==> src/design/acsr_defines.svh <==
// Offsets, field positions and reset values of the auxiliary control register block
`ifndef ACSR_DEFINES_SVH
`define ACSR_DEFINES_SVH

// ==========================================================================
// Register byte addresses
`define ACSR_ADDR_AUX       8'h48
`define ACSR_ADDR_IRQ_STAT  8'h4c
`define ACSR_ADDR_IRQ_MASK  8'h50

// ==========================================================================
// Auxiliary control field positions
`define ACSR_BIT_AUTOINC    0
`define ACSR_BIT_RSVD       1
`define ACSR_BIT_SYNCTO     2
`define ACSR_BIT_TWOIDX     3
`define ACSR_BIT_CLRDMA     4
`define ACSR_BIT_HPRST      5
`define ACSR_BIT_DETEN      6
`define ACSR_BIT_BYTERDY    7

// ==========================================================================
// Interrupt status field positions
`define ACSR_EV_SYNCTO      0
`define ACSR_EV_TWOIDX      1
`define ACSR_EV_HPRST       2
`define ACSR_EV_BYTERDY     3

// ==========================================================================
// Reset values
`define ACSR_AUX_RESET      8'h00
`define ACSR_EV_RESET       4'h0
`define ACSR_RDATA_RESET    32'h0000_0000

`endif

==> src/design/acsr_pkg.sv <==
// Types shared by the auxiliary control register block
package acsr_pkg;

  // ========================================================================
  // Control store word fields seen by the detector
  typedef struct packed {
    logic step;       // One-cycle pulse: a new word executes
    logic readGate;   // Read gate field bit
    logic dataXfer;   // Data transfer field bit
    logic countBit5;  // Count field bit 5
  } acsr_wcs_t;

  // ========================================================================
  // Software-written control bits
  typedef struct packed {
    logic detEn;      // Two-index detection enable
    logic clrDma;     // Clear host DMA enable strobe
    logic autoInc;    // Buffer pointer auto-increment
  } acsr_ctrl_t;

  // ========================================================================
  // Two-index detector states, Gray along idle, armed, detected
  typedef enum logic [1:0] {
    DET_IDLE     = 2'b00,
    DET_ARMED    = 2'b01,
    DET_DETECTED = 2'b11
  } acsr_det_t;

endpackage

==> src/design/acsr_top.sv <==
// Auxiliary control and status register with two-index detector and Avalon-MM slave
//
// The Avalon-MM register port was decided locally.
`timescale 1ns/1ns
`include "acsr_defines.svh"

module acsr_top #(
  parameter int ADDR_W = 8  // Avalon byte address width
) (
  input  wire logic              clock,
  input  wire logic              resetn,
  // Avalon-MM slave
  input  wire logic [ADDR_W-1:0] avs_address,
  input  wire logic              avs_read,
  input  wire logic              avs_write,
  input  wire logic [31:0]       avs_writedata,
  input  wire logic [3:0]        avs_byteenable,
  output logic [31:0]            avs_readdata,
  output logic                   avs_waitrequest,
  // Pins and neighbouring logic
  input  wire logic              host_reset_pin,
  input  wire logic              hostProgReset,
  input  wire logic              formatterReset,
  input  wire logic              syncTimeoutPulse,
  input  wire logic              byteReady,
  input  wire logic              indexPulse,
  input  wire logic              fmtBufXfer,
  input  wire logic              bufPortAccess,
  input  wire acsr_pkg::acsr_wcs_t wcsWord,
  // Results
  output logic                   bufPtrIncr,
  output logic                   clearDmaEnable,
  output logic                   detArmed,
  output logic                   fmtStopped,
  output logic                   irq
);
  import acsr_pkg::*;

  // ==========================================================================
  // Reset release and pin synchronisers
  logic [1:0] rstPipe_r;   // Reset release pipe
  logic       rstn;        // Synchronised reset
  logic [1:0] hrstPipe_r;  // Host reset pin pipe
  logic [1:0] idxPipe_r;   // Index pin pipe
  logic       idxLast_r;   // Previous synchronised index
  logic       hostRst;     // Synchronised host reset pin
  logic       idxEdge;     // Rising index edge

  // Reset release through two flops
  always_ff @(posedge clock or negedge resetn) begin
    if (!resetn) begin
      rstPipe_r <= 2'h0;
    end else begin
      rstPipe_r <= {rstPipe_r[0], 1'b1};
    end
  end
  assign rstn = rstPipe_r[1];

  // Pin synchronisers, second stage read only
  always_ff @(posedge clock or negedge rstn) begin
    if (!rstn) begin
      hrstPipe_r <= 2'h0;
      idxPipe_r  <= 2'h0;
      idxLast_r  <= 1'b0;
    end else begin
      hrstPipe_r <= {hrstPipe_r[0], host_reset_pin};
      idxPipe_r  <= {idxPipe_r[0], indexPulse};
      idxLast_r  <= idxPipe_r[1];
    end
  end
  assign hostRst = hrstPipe_r[1];
  assign idxEdge = idxPipe_r[1] & ~idxLast_r;

  // ==========================================================================
  // Bus decode
  logic waitReq_r;    // Waitrequest flop, high while idle
  logic waitReq_nxt;
  logic [31:0] rdata_r;
  logic [31:0] rdata_nxt;
  logic accept;       // Edge at which the request completes
  logic wrAux;        // Accepted write to control register, low lane
  logic wrMask;       // Accepted write to mask register
  logic rdStat;       // Accepted read of status register

  assign accept = (avs_read | avs_write) & ~waitReq_r;
  assign wrAux  = accept & avs_write & avs_byteenable[0]
                  & (avs_address == `ACSR_ADDR_AUX);
  assign wrMask = accept & avs_write & avs_byteenable[0]
                  & (avs_address == `ACSR_ADDR_IRQ_MASK);
  assign rdStat = accept & avs_read & (avs_address == `ACSR_ADDR_IRQ_STAT);

  // ==========================================================================
  // Control bits
  acsr_ctrl_t ctrl_r;    // Written control fields
  acsr_ctrl_t ctrl_nxt;
  logic syncTo_r;        // Sync timeout error
  logic syncTo_nxt;
  logic hprst_r;         // Host program reset status
  logic hprst_nxt;

  // Next values of control and sticky bits
  always_comb begin
    ctrl_nxt   = ctrl_r;
    syncTo_nxt = syncTo_r;
    hprst_nxt  = hprst_r;
    // Software writes; reserved bit 1 is never stored
    if (wrAux) begin
      ctrl_nxt.autoInc = avs_writedata[`ACSR_BIT_AUTOINC];
      ctrl_nxt.clrDma  = avs_writedata[`ACSR_BIT_CLRDMA];
      ctrl_nxt.detEn   = avs_writedata[`ACSR_BIT_DETEN];
      if (avs_writedata[`ACSR_BIT_BYTERDY]) begin
        hprst_nxt = 1'b0;
      end
    end
    // Host program reset holds status high, set wins
    if (hostProgReset) begin
      hprst_nxt = 1'b1;
    end
    // Host reset pin or host program reset drops the DMA-clear strobe
    if (hostRst | hostProgReset) begin
      ctrl_nxt.clrDma = 1'b0;
    end
    // Formatter reset clears formatter-side fields
    if (formatterReset) begin
      ctrl_nxt.detEn = 1'b0;
      syncTo_nxt     = 1'b0;
    end
    // Timeout expiry sets error, winning over clear
    if (syncTimeoutPulse) begin
      syncTo_nxt = 1'b1;
    end
  end

  // Control register flops, cleared by local reset
  always_ff @(posedge clock or negedge rstn) begin
    if (!rstn) begin
      ctrl_r   <= '0;
      syncTo_r <= 1'b0;
      hprst_r  <= 1'b0;
    end else begin
      ctrl_r   <= ctrl_nxt;
      syncTo_r <= syncTo_nxt;
      hprst_r  <= hprst_nxt;
    end
  end

  // ==========================================================================
  // Two-index detector
  acsr_det_t det_r;      // Detector state
  acsr_det_t det_nxt;
  logic idxSeen_r;       // One index edge seen while armed
  logic idxSeen_nxt;
  logic armReq;          // Control store arming word

  // Arming word: gate and transfer off, count bit 5 on
  assign armReq = ctrl_r.detEn & wcsWord.step & ~wcsWord.readGate
                  & ~wcsWord.dataXfer & wcsWord.countBit5;

  // Detector next state
  always_comb begin
    det_nxt     = det_r;
    idxSeen_nxt = idxSeen_r;
    case (det_r)
      DET_IDLE: begin
        if (armReq) begin
          det_nxt     = DET_ARMED;
          idxSeen_nxt = 1'b0;
        end
      end
      DET_ARMED: begin
        if (fmtBufXfer) begin
          det_nxt     = DET_IDLE;
          idxSeen_nxt = 1'b0;
        end else if (armReq) begin
          idxSeen_nxt = 1'b0;  // Rearm restarts count
        end else if (idxEdge & idxSeen_r) begin
          det_nxt     = DET_DETECTED;
          idxSeen_nxt = 1'b0;
        end else if (idxEdge) begin
          idxSeen_nxt = 1'b1;
        end
      end
      DET_DETECTED: begin
        // Status stands until rearm or disable
        if (armReq) begin
          det_nxt = DET_ARMED;
        end
      end
      default: begin
        det_nxt     = DET_IDLE;
        idxSeen_nxt = 1'b0;
      end
    endcase
    // Disable or formatter reset ends everything
    if (~ctrl_nxt.detEn) begin
      det_nxt     = DET_IDLE;
      idxSeen_nxt = 1'b0;
    end
  end

  // Detector flops
  always_ff @(posedge clock or negedge rstn) begin
    if (!rstn) begin
      det_r     <= DET_IDLE;
      idxSeen_r <= 1'b0;
    end else begin
      det_r     <= det_nxt;
      idxSeen_r <= idxSeen_nxt;
    end
  end

  // ==========================================================================
  // Register image and interrupt events
  logic [7:0] auxImage;   // Read value of control register
  logic [3:0] evStat_r;   // Sticky event status
  logic [3:0] evStat_nxt;
  logic [3:0] evMask_r;   // Event mask
  logic [3:0] evMask_nxt;
  logic [3:0] events;     // One-cycle event set
  logic       byteRdyLast_r;

  // Compose the read image of the control register
  always_comb begin
    auxImage                   = `ACSR_AUX_RESET;
    auxImage[`ACSR_BIT_AUTOINC] = ctrl_r.autoInc;
    auxImage[`ACSR_BIT_RSVD]    = 1'b0;
    auxImage[`ACSR_BIT_SYNCTO]  = syncTo_r;
    auxImage[`ACSR_BIT_TWOIDX]  = (det_r == DET_DETECTED);
    auxImage[`ACSR_BIT_CLRDMA]  = ctrl_r.clrDma;
    auxImage[`ACSR_BIT_HPRST]   = hprst_r;
    auxImage[`ACSR_BIT_DETEN]   = ctrl_r.detEn;
    auxImage[`ACSR_BIT_BYTERDY] = byteReady;
  end

  // Rising edges of status conditions
  always_comb begin
    events                   = `ACSR_EV_RESET;
    events[`ACSR_EV_SYNCTO]  = syncTo_nxt & ~syncTo_r;
    events[`ACSR_EV_TWOIDX]  = (det_nxt == DET_DETECTED) & (det_r != DET_DETECTED);
    events[`ACSR_EV_HPRST]   = hprst_nxt & ~hprst_r;
    events[`ACSR_EV_BYTERDY] = byteReady & ~byteRdyLast_r;
  end

  // Status clears on read, a new event wins
  always_comb begin
    evStat_nxt = rdStat ? events : (evStat_r | events);
    evMask_nxt = wrMask ? avs_writedata[3:0] : evMask_r;
  end

  // Interrupt flops
  always_ff @(posedge clock or negedge rstn) begin
    if (!rstn) begin
      evStat_r      <= `ACSR_EV_RESET;
      evMask_r      <= `ACSR_EV_RESET;
      byteRdyLast_r <= 1'b1;  // Idle level high, no false rise after reset
    end else begin
      evStat_r      <= evStat_nxt;
      evMask_r      <= evMask_nxt;
      byteRdyLast_r <= byteReady;
    end
  end

  // ==========================================================================
  // Bus answer: one wait cycle, then acknowledge
  always_comb begin
    waitReq_nxt = 1'b1;
    rdata_nxt   = rdata_r;
    if ((avs_read | avs_write) & waitReq_r) begin
      waitReq_nxt = 1'b0;  // Answer on the next edge
      rdata_nxt   = `ACSR_RDATA_RESET;
      case (avs_address)
        `ACSR_ADDR_AUX:      rdata_nxt[7:0] = auxImage;
        `ACSR_ADDR_IRQ_STAT: rdata_nxt[3:0] = evStat_r | events;
        `ACSR_ADDR_IRQ_MASK: rdata_nxt[3:0] = evMask_r;
        default:             rdata_nxt      = `ACSR_RDATA_RESET;  // Unmapped reads zero
      endcase
    end
  end

  // Bus flops
  always_ff @(posedge clock or negedge rstn) begin
    if (!rstn) begin
      waitReq_r <= 1'b1;
      rdata_r   <= `ACSR_RDATA_RESET;
    end else begin
      waitReq_r <= waitReq_nxt;
      rdata_r   <= rdata_nxt;
    end
  end

  // ==========================================================================
  // Registered outputs
  logic ptrIncr_r;
  logic irq_r;
  logic armed_r;    // Detector armed
  logic stopped_r;  // Two-index status, halts formatter

  // Pointer step and interrupt level
  always_ff @(posedge clock or negedge rstn) begin
    if (!rstn) begin
      ptrIncr_r <= 1'b0;
      irq_r     <= 1'b0;
      armed_r   <= 1'b0;
      stopped_r <= 1'b0;
    end else begin
      ptrIncr_r <= bufPortAccess & ctrl_r.autoInc;
      irq_r     <= |(evStat_nxt & evMask_nxt);
      armed_r   <= (det_nxt == DET_ARMED);
      stopped_r <= (det_nxt == DET_DETECTED);
    end
  end

  assign avs_readdata    = rdata_r;
  assign avs_waitrequest = waitReq_r;
  assign bufPtrIncr      = ptrIncr_r;
  assign clearDmaEnable  = ctrl_r.clrDma;
  assign detArmed        = armed_r;
  assign fmtStopped      = stopped_r;
  assign irq             = irq_r;

endmodule

==> config.mk <==
export PLATFORM = sky130hd
export DESIGN_NAME = acsr_top
export DESIGN_NICKNAME = d
export VERILOG_FILES = /design/src/design/acsr_pkg.sv /design/src/design/acsr_top.sv
export VERILOG_INCLUDE_DIRS = /design/src /design/src/design
export SDC_FILE = /design/constraint.sdc
export NUM_CORES = 1
export LEC_CHECK = 0
export BUFFER_PORTS_ARGS = -buffer_cell sky130_fd_sc_hd__buf_2
export CORE_MARGIN = 10
export CORE_UTILIZATION = 45
export DETAILED_ROUTE_END_ITERATION = 10
export PLACE_DENSITY = 0.78
export SYNTH_ARGS = -nofsm -noshare
export SYNTH_HDL_FRONTEND = slang
export SYNTH_SLANG_ARGS = --single-unit
==> constraint.sdc <==
create_clock -name clock -period 1.55 [get_ports clock]
set_input_delay 0.155 -clock clock [delete_from_list [all_inputs] [get_ports clock]]
set_output_delay 0.155 -clock clock [all_outputs]
set_load 0.05 [all_outputs]
==> results of run 1 <==
## area by class of cell
class / instances / area (sq um) / share of cell area
clock buffers: 5 / 68.8 / 0.0266
flip-flops and latches: 37 / 928 / 0.359
well taps: 50 / 62.6 / 0.0242
clock inverters: 3 / 46.3 / 0.0179
multi-input cells: 118 / 893 / 0.345
repair buffers: 83 / 552 / 0.213
inverters: 10 / 37.5 / 0.0145
## flip-flops by register name (all words and copies together) (netlist names), 2 cells and up
name	flops
auxImage	2
avs_readdata	8
det_r	2
evMask_r	4
evStat_r	4
hrstPipe_r	2
idxPipe_r	2
rstPipe_r	2
## cell families (layout without fill, tap and decap cells)
| family | Yosys count | after routing |
|---|---|---|
| other | 2 | 25 |
| AOI/OAI and AO/OA | 38 | 38 |
| DFF | 37 | 37 |
| muxes | 7 | 7 |
| adders and majority gates | 4 | 4 |
| buffers and inverters | 35 | 101 |
| and+or+nand+nor | 44 | 44 |
## routing by layer
metal  wire [um]  up-vias  global-route usage
li1            -      730                   -
met1        1950      741               0.159
met2        2640       74               0.243
met3         399       12              0.0547
met4         102        0              0.0533
met5           0        -                   0
## placed cells by master (no fill, tap or decap), types with 5 or more instances in the layout
| cell type | synthesis | routed |
|---|---|---|
| clkbuf_8 | 0 | 5 |
| buf_4 | 24 | 28 |
| inv_1 | 10 | 9 |
| dfrtp_1 | 35 | 35 |
| a22o_1 | 7 | 7 |
| nor2b_1 | 7 | 7 |
| a21o_1 | 5 | 5 |
| a21oi_1 | 6 | 5 |
| nor2_1 | 8 | 7 |
| buf_6 | 0 | 5 |
| conb_1 | 2 | 25 |
| buf_2 | 0 | 45 |
## per-stage QoR
| step | hold slack (ps) | setup WS [ps] | instance area (sq um) | instances | TNS [ps] |
|---|---|---|---|---|---|
| floorplan | -141 | -470 | 2000 | 190 | -2680 |
| CTS | 35.7 | -402 | 2550 | 304 | -3260 |
| global placement | -60.2 | -590 | 2350 | 291 | -5060 |
| global route | 32.6 | -568 | 2590 | 306 | -4400 |
| finish | 37.4 | -400 | 2590 | 306 | -3660 |
| detailed placement | -57.2 | -649 | 2350 | 291 | -5350 |
## report_power, final
group | switching, mW | total, mW | internal [mW]
Combinational | 0.239 | 0.337 | 0.0972
Sequential | 0.0131 | 1.00 | 0.989
Clock | 0.375 | 0.857 | 0.482
## timing repair
action                     in CTS  in global routing
hold buffers                    4                  0
hold endpoints to repair        5                  0
setup buffers                   1                  3
setup endpoints to repair      12                 16
pin swaps                       5                  4
gates resized for setup         7                  7
## critical path, cell delays in order, from the launching register on
cell      delay [ps]
dfstp_2          560
and3b_1          190
and4bb_2         270
mux2_2           310
a222oi_1         320
o221ai_1         170
## how the worst min path moves through the flow
stage,to,slack (ps),start
after floorplan,rstPipe_r[0],-140,resetn
after global placement,rstPipe_r[1],-60,resetn
after detailed placement,rstPipe_r[0],-60,resetn
after CTS,clearDmaEnable,40,hostProgReset
after global routing,clearDmaEnable,30,hostProgReset
final,clearDmaEnable,40,hostProgReset
==> qor.yml, run 1 <==
status:
  outcome: "finished with violations"
  violations: "negative setup slack"
timing:
  fin_ws_ps: -400
  setup_viol: 13
  post-route-min-period_ps: 1950
  relSlewSlack: 0.655
  finalCritPeriodShare: 1.26
  fmax_mhz: 513
  rsz0062_at_grt: "true"
  slew_violations: 0
  tightest_slew_ps: 514
  finalHoldViolations: 0
  finClkSkew_ps: 9.59
clock_tree:
  h-tree-depth: 2
  cts_buffers: 5
  clock_latency_ps: 300
  cts_num_sinks: 37
  cts-root-buf: "clkbuf_8"
  cts_buffer_depth: 2
  cts_tree: "built"
  clk_pin_slew_ps: 80
pwr:
  max-vdd-ir-drop_v: 0.000651
  p_per_area_nw_per_um2: 848
  p_leak_nw: 1.31
  finalPower_mw: 2.20
final_layout:
  drive_gt1_frac: 0.445
  fillers: 317
  utilization: 0.647
  num-nets-final: 319
  diodes: 0
  syn2layout_area_growth_pct: 40.2
drt:
  dr.pass1.iters: 4
  wirelength_mm: 5.09
  postRouteAntennaNets: 0
  routedWlPerCell_um: 16.6
  drc: 0
  via_per_inst: 5.09
  drtIter0Drc: 108
  num_vias: 1557
min_path:
  holdCritPathClass: "in -> reg"
  min_path_cells: 2
logic_synthesis:
  synthMostInstantiatedCell: "dfrtp_1"
  yosysUniqueCellTypes: 42
  synth_edf_count: 0
  netlist_top_cells_area: "dfrtp_1 47%, buf_4 9.8%, a22o_1 3.3%, dfstp_2 2.8%, ha_1 2.7%"
  synth_flop_cell: "dfrtp_1"
  muxShareOfSynthArea: 0.0407
  synth_top_family_by_area: "simple AND/OR/NAND/NOR gates"
  synth_area_sq_um: 1850
  ys_ff_latch: 37
  synthAdderAreaFrac: 0.0271
  yosysTopAreaCell: "dfrtp_1"
  synth-async-reset-ratio: 1.00
  synth_top_area_share: 0.474
  synthTopCellsByCount: "35 x dfrtp_1, 24 x buf_4, 10 x inv_1"
  post_synth_and_or_nand_nor_area_fraction: 0.153
  synth-compound-area-share: 0.152
  ys_warn_count: 0
  synthCells: 167
  syn_avg_cell_area_sq_um: 11.1
  ys_seq_area_frac: 0.503
  synthXorXnorAreaFrac: 0
run:
  cap_violations: 0
worst_setup_path:
  startpoint_type: "register"
  cp-startpoint: "avs_waitrequest"
  r2r_cells: 5
  cp-endpoint: "irq"
  r2r_start: "avs_waitrequest"
  critPathArrivalTime_ps: 2120
  r2r_slack_ps: -400
  required_ps: 1720
  critPathKind: "reg -> reg"
  path_max_fanout: 5
  endpoint_kind: "register"
  reg2reg_to: "irq"
placement:
  portBuffers: 45
  hpwl_mm: 3.72
  place_congestion: 0.863
die:
  std_cell_rows: 23
  dieHeight_um: 84.1
  ioPinCount: 98
  die_w_um: 84.1
  start_util: 0.462
  coreArea_sq_um: 4000
  dieArea_sq_um: 7070
grt:
  grt_usage: 0.144
  grt_overflow: 0
  grt_pass1_wl_mm: 8.31
  grt_pass1_vias: 1676
  grt_max_degree: 36
  antenna_found_initial: 0
(Power assumes the default switching activity.)
==> run 2, diff against run 1 <==
Settings changed: ABC_AREA set to 1, CORE_UTILIZATION 45 to 46.
==> run 2 against run 1 <==
The flow still finishes with violations (negative setup slack). Global-route usage down 1.8 points. Power shrank 8.7%. Clock skew is essentially flat. Sequential share of layout area is 1.6 points higher. Critical path type unchanged. Critical endpoint is now avs_readdata[1]. Largest cell class unchanged.
==> qor.yml, run 2 <==
timing:
  finalCritPeriodShare: 1.08
  setup_viol: 4
  fmax_mhz: 599
  fin_ws_ps: -118
  post-route-min-period_ps: 1670
  rsz0062_at_grt: "true"
  finalHoldViolations: 0
  slew_violations: 0
  whs_ps: 38.0
  finClkSkew_ps: 9.32
drt:
  dr.pass1.iters: 4
  routedWlPerCell_um: 13.6
  via_per_inst: 4.57
  wirelength_mm: 4.71
  drtIter0Drc: 133
  num_vias: 1581
  postRouteAntennaNets: 0
  drc: 0
grt:
  grt_max_degree: 36
  grt_pass1_vias: 1757
  grt_pass1_wl_mm: 7.58
  grt_usage: 0.126
  grt_overflow: 0
  antenna_found_initial: 0
worst_setup_path:
  r2r_slack_ps: -120
  endpoint_kind: "register"
  cp-startpoint: "det_r[1]"
  critPathKind: "reg -> reg"
  r2r_start: "det_r[1]"
  reg2reg_to: "avs_readdata[1]"
  critPathArrivalTime_ps: 1900
  required_ps: 1780
  startpoint_type: "register"
  path_max_fanout: 3
  r2r_cells: 14
die:
  coreArea_sq_um: 4060
  dieArea_sq_um: 7280
  start_util: 0.484
  ioPinCount: 98
  dieHeight_um: 85.4
  die_w_um: 85.4
  std_cell_rows: 23
logic_synthesis:
  ys_seq_area_frac: 0.473
  ys_warn_count: 0
  synth_edf_count: 0
  synth-async-reset-ratio: 1.00
  syn_avg_cell_area_sq_um: 8.73
  synthMostInstantiatedCell: "nand2_1"
  synthCells: 225
  netlist_top_cells_area: "dfrtp_1 45%, nand2_1 12%, buf_4 9.2%, inv_1 6.3%, dfstp_2 2.7%"
  ys_ff_latch: 37
  yosysTopAreaCell: "dfrtp_1"
  synth_flop_cell: "dfrtp_1"
  yosysUniqueCellTypes: 30
  synth_top_area_share: 0.446
  synth_area_sq_um: 1960
  synthTopCellsByCount: "61 x nand2_1, 35 x dfrtp_1, 33 x inv_1"
pwr:
  finalPower_mw: 2.01
  p_per_area_nw_per_um2: 809
  max-vdd-ir-drop_v: 0.000484
  p_leak_nw: 1.41
clock_tree:
  cts-root-buf: "clkbuf_8"
  cts_num_sinks: 37
  clock_latency_ps: 290
  clk_pin_slew_ps: 70
  cts_buffer_depth: 2
  cts_tree: "built"
  cts_buffers: 5
  h-tree-depth: 2
final_layout:
  num-nets-final: 359
  diodes: 0
  seqCellArea_sq_um: 930
  syn2layout_area_growth_pct: 26.3
  utilization: 0.611
  largest_reg_flops: 8
  final_common_cell: "nand2_1"
  drive_gt1_frac: 0.361
  multi_input_area_sq_um: 867
  fillers: 338
  final_cell_mix: "59 x nand2_1, 45 x buf_2, 34 x dfrtp_1"
min_path:
  hold_path.startpoint: "hostProgReset"
  min_path_cells: 2
  hold_end: "clearDmaEnable"
  holdCritPathClass: "in -> reg"
status:
  violations: "negative setup slack"
  outcome: "finished with violations"
placement:
  portBuffers: 45
  pre_cts_ws_ps: -130
  place_congestion: 0.834
  hpwl_mm: 3.47
run:
  cap_violations: 0
[run 2: cell types whose count changed in the layout (fill, tap and decap cells not counted), sizes merged, moves of 4 or more]
cell / previous run / this run
a21o: 5 / 0
a22o: 7 / 0
a22oi: 4 / 0
buf: 79 / 61
inv: 10 / 38
nand2: 2 / 68
nand3: 1 / 9
nor2: 8 / 13
nor2b: 7 / 0
nor3: 7 / 2
o21ai: 1 / 8
[run 2: layer usage]
metal,track usage,wire length [um],share of wire,up-vias
met1,0.121,1710,0.36,728
met2,0.217,2440,0.52,56
li1,-,-,-,783
met3,0.0526,403,0.086,14
met5,0,0,0,-
met4,0.0778,157,0.033,0
[run 2: how the worst max path moves through the flow]
| stage | endpoint | cells after the start |
|---|---|---|
| after detailed placement | avs_readdata[1] | 13 |
| after global placement | avs_readdata[1] | 13 |
| after floorplan | avs_readdata[1] | 13 |
| after global routing | avs_readdata[1] | 14 |
| after CTS | avs_readdata[1] | 13 |
| final | avs_readdata[1] | 14 |
[run 2: power breakdown]
part / total, mW / switching (mW) / internal (mW)
clock network: 0.689 / 0.326 / 0.362
logic: 0.315 / 0.247 / 0.0675
registers: 1.00 / 0.0116 / 0.991
total: 2.01 / 0.585 / 1.42
[run 2: critical path: stages (launching register included)]
cell     delay, ps
dfrtp_1        390
inv_2          120
ha_4           150
nand2_2         50
nor2_1          80
nand2_1         80
nand2_1         90
nand2_1         70
nor2_2         130
nand4_2        110
nand2_1         80
nand2_1         40
nand2_1         80
nand2_1         60
nand2_1         60
[run 2: stage by stage]
| step | instances | instance area (sq um) | TNS (ps) |
|---|---|---|---|
| global route | 346 | 2480 | -1030 |
| global placement | 327 | 2230 | -84.7 |
| detailed placement | 327 | 2230 | -210 |
| finish | 346 | 2480 | -240 |
| floorplan | 248 | 2060 | -243 |
| CTS | 342 | 2420 | -125 |
[run 2: what timing repair did]
| item | 4_1_cts | 5_1_grt |
|---|---|---|
| hold buffers | 4 | 0 |
| gates resized for setup | 9 | 7 |
| buffers inserted | 3 | 4 |
| setup endpoints to repair | 4 | 7 |
| endpoints found under the hold margin | 5 | 0 |
| pin swaps | 4 | 4 |
[run 2: final cells by class]
class / count / share of cell area
multi-input combinational: 148 / 0.349
clock buffer: 8 / 0.0363
timing repair buffer: 65 / 0.157
inverter: 38 / 0.0575
sequential: 37 / 0.375
tap: 50 / 0.0252
[run 2: cell families (layout without fill, tap and decap cells)]
logic type / Yosys count / count (layout) / share of synthesized area
simple gates: 98 / 98 / 0.261
buf+inv: 63 / 111 / 0.166
flops: 37 / 37 / 0.473
compound gates: 20 / 20 / 0.0656
fa+ha+maj: 4 / 4 / 0.0255
other cells: 2 / 25 / 0.00382
mux: 1 / 1 / 0.00573
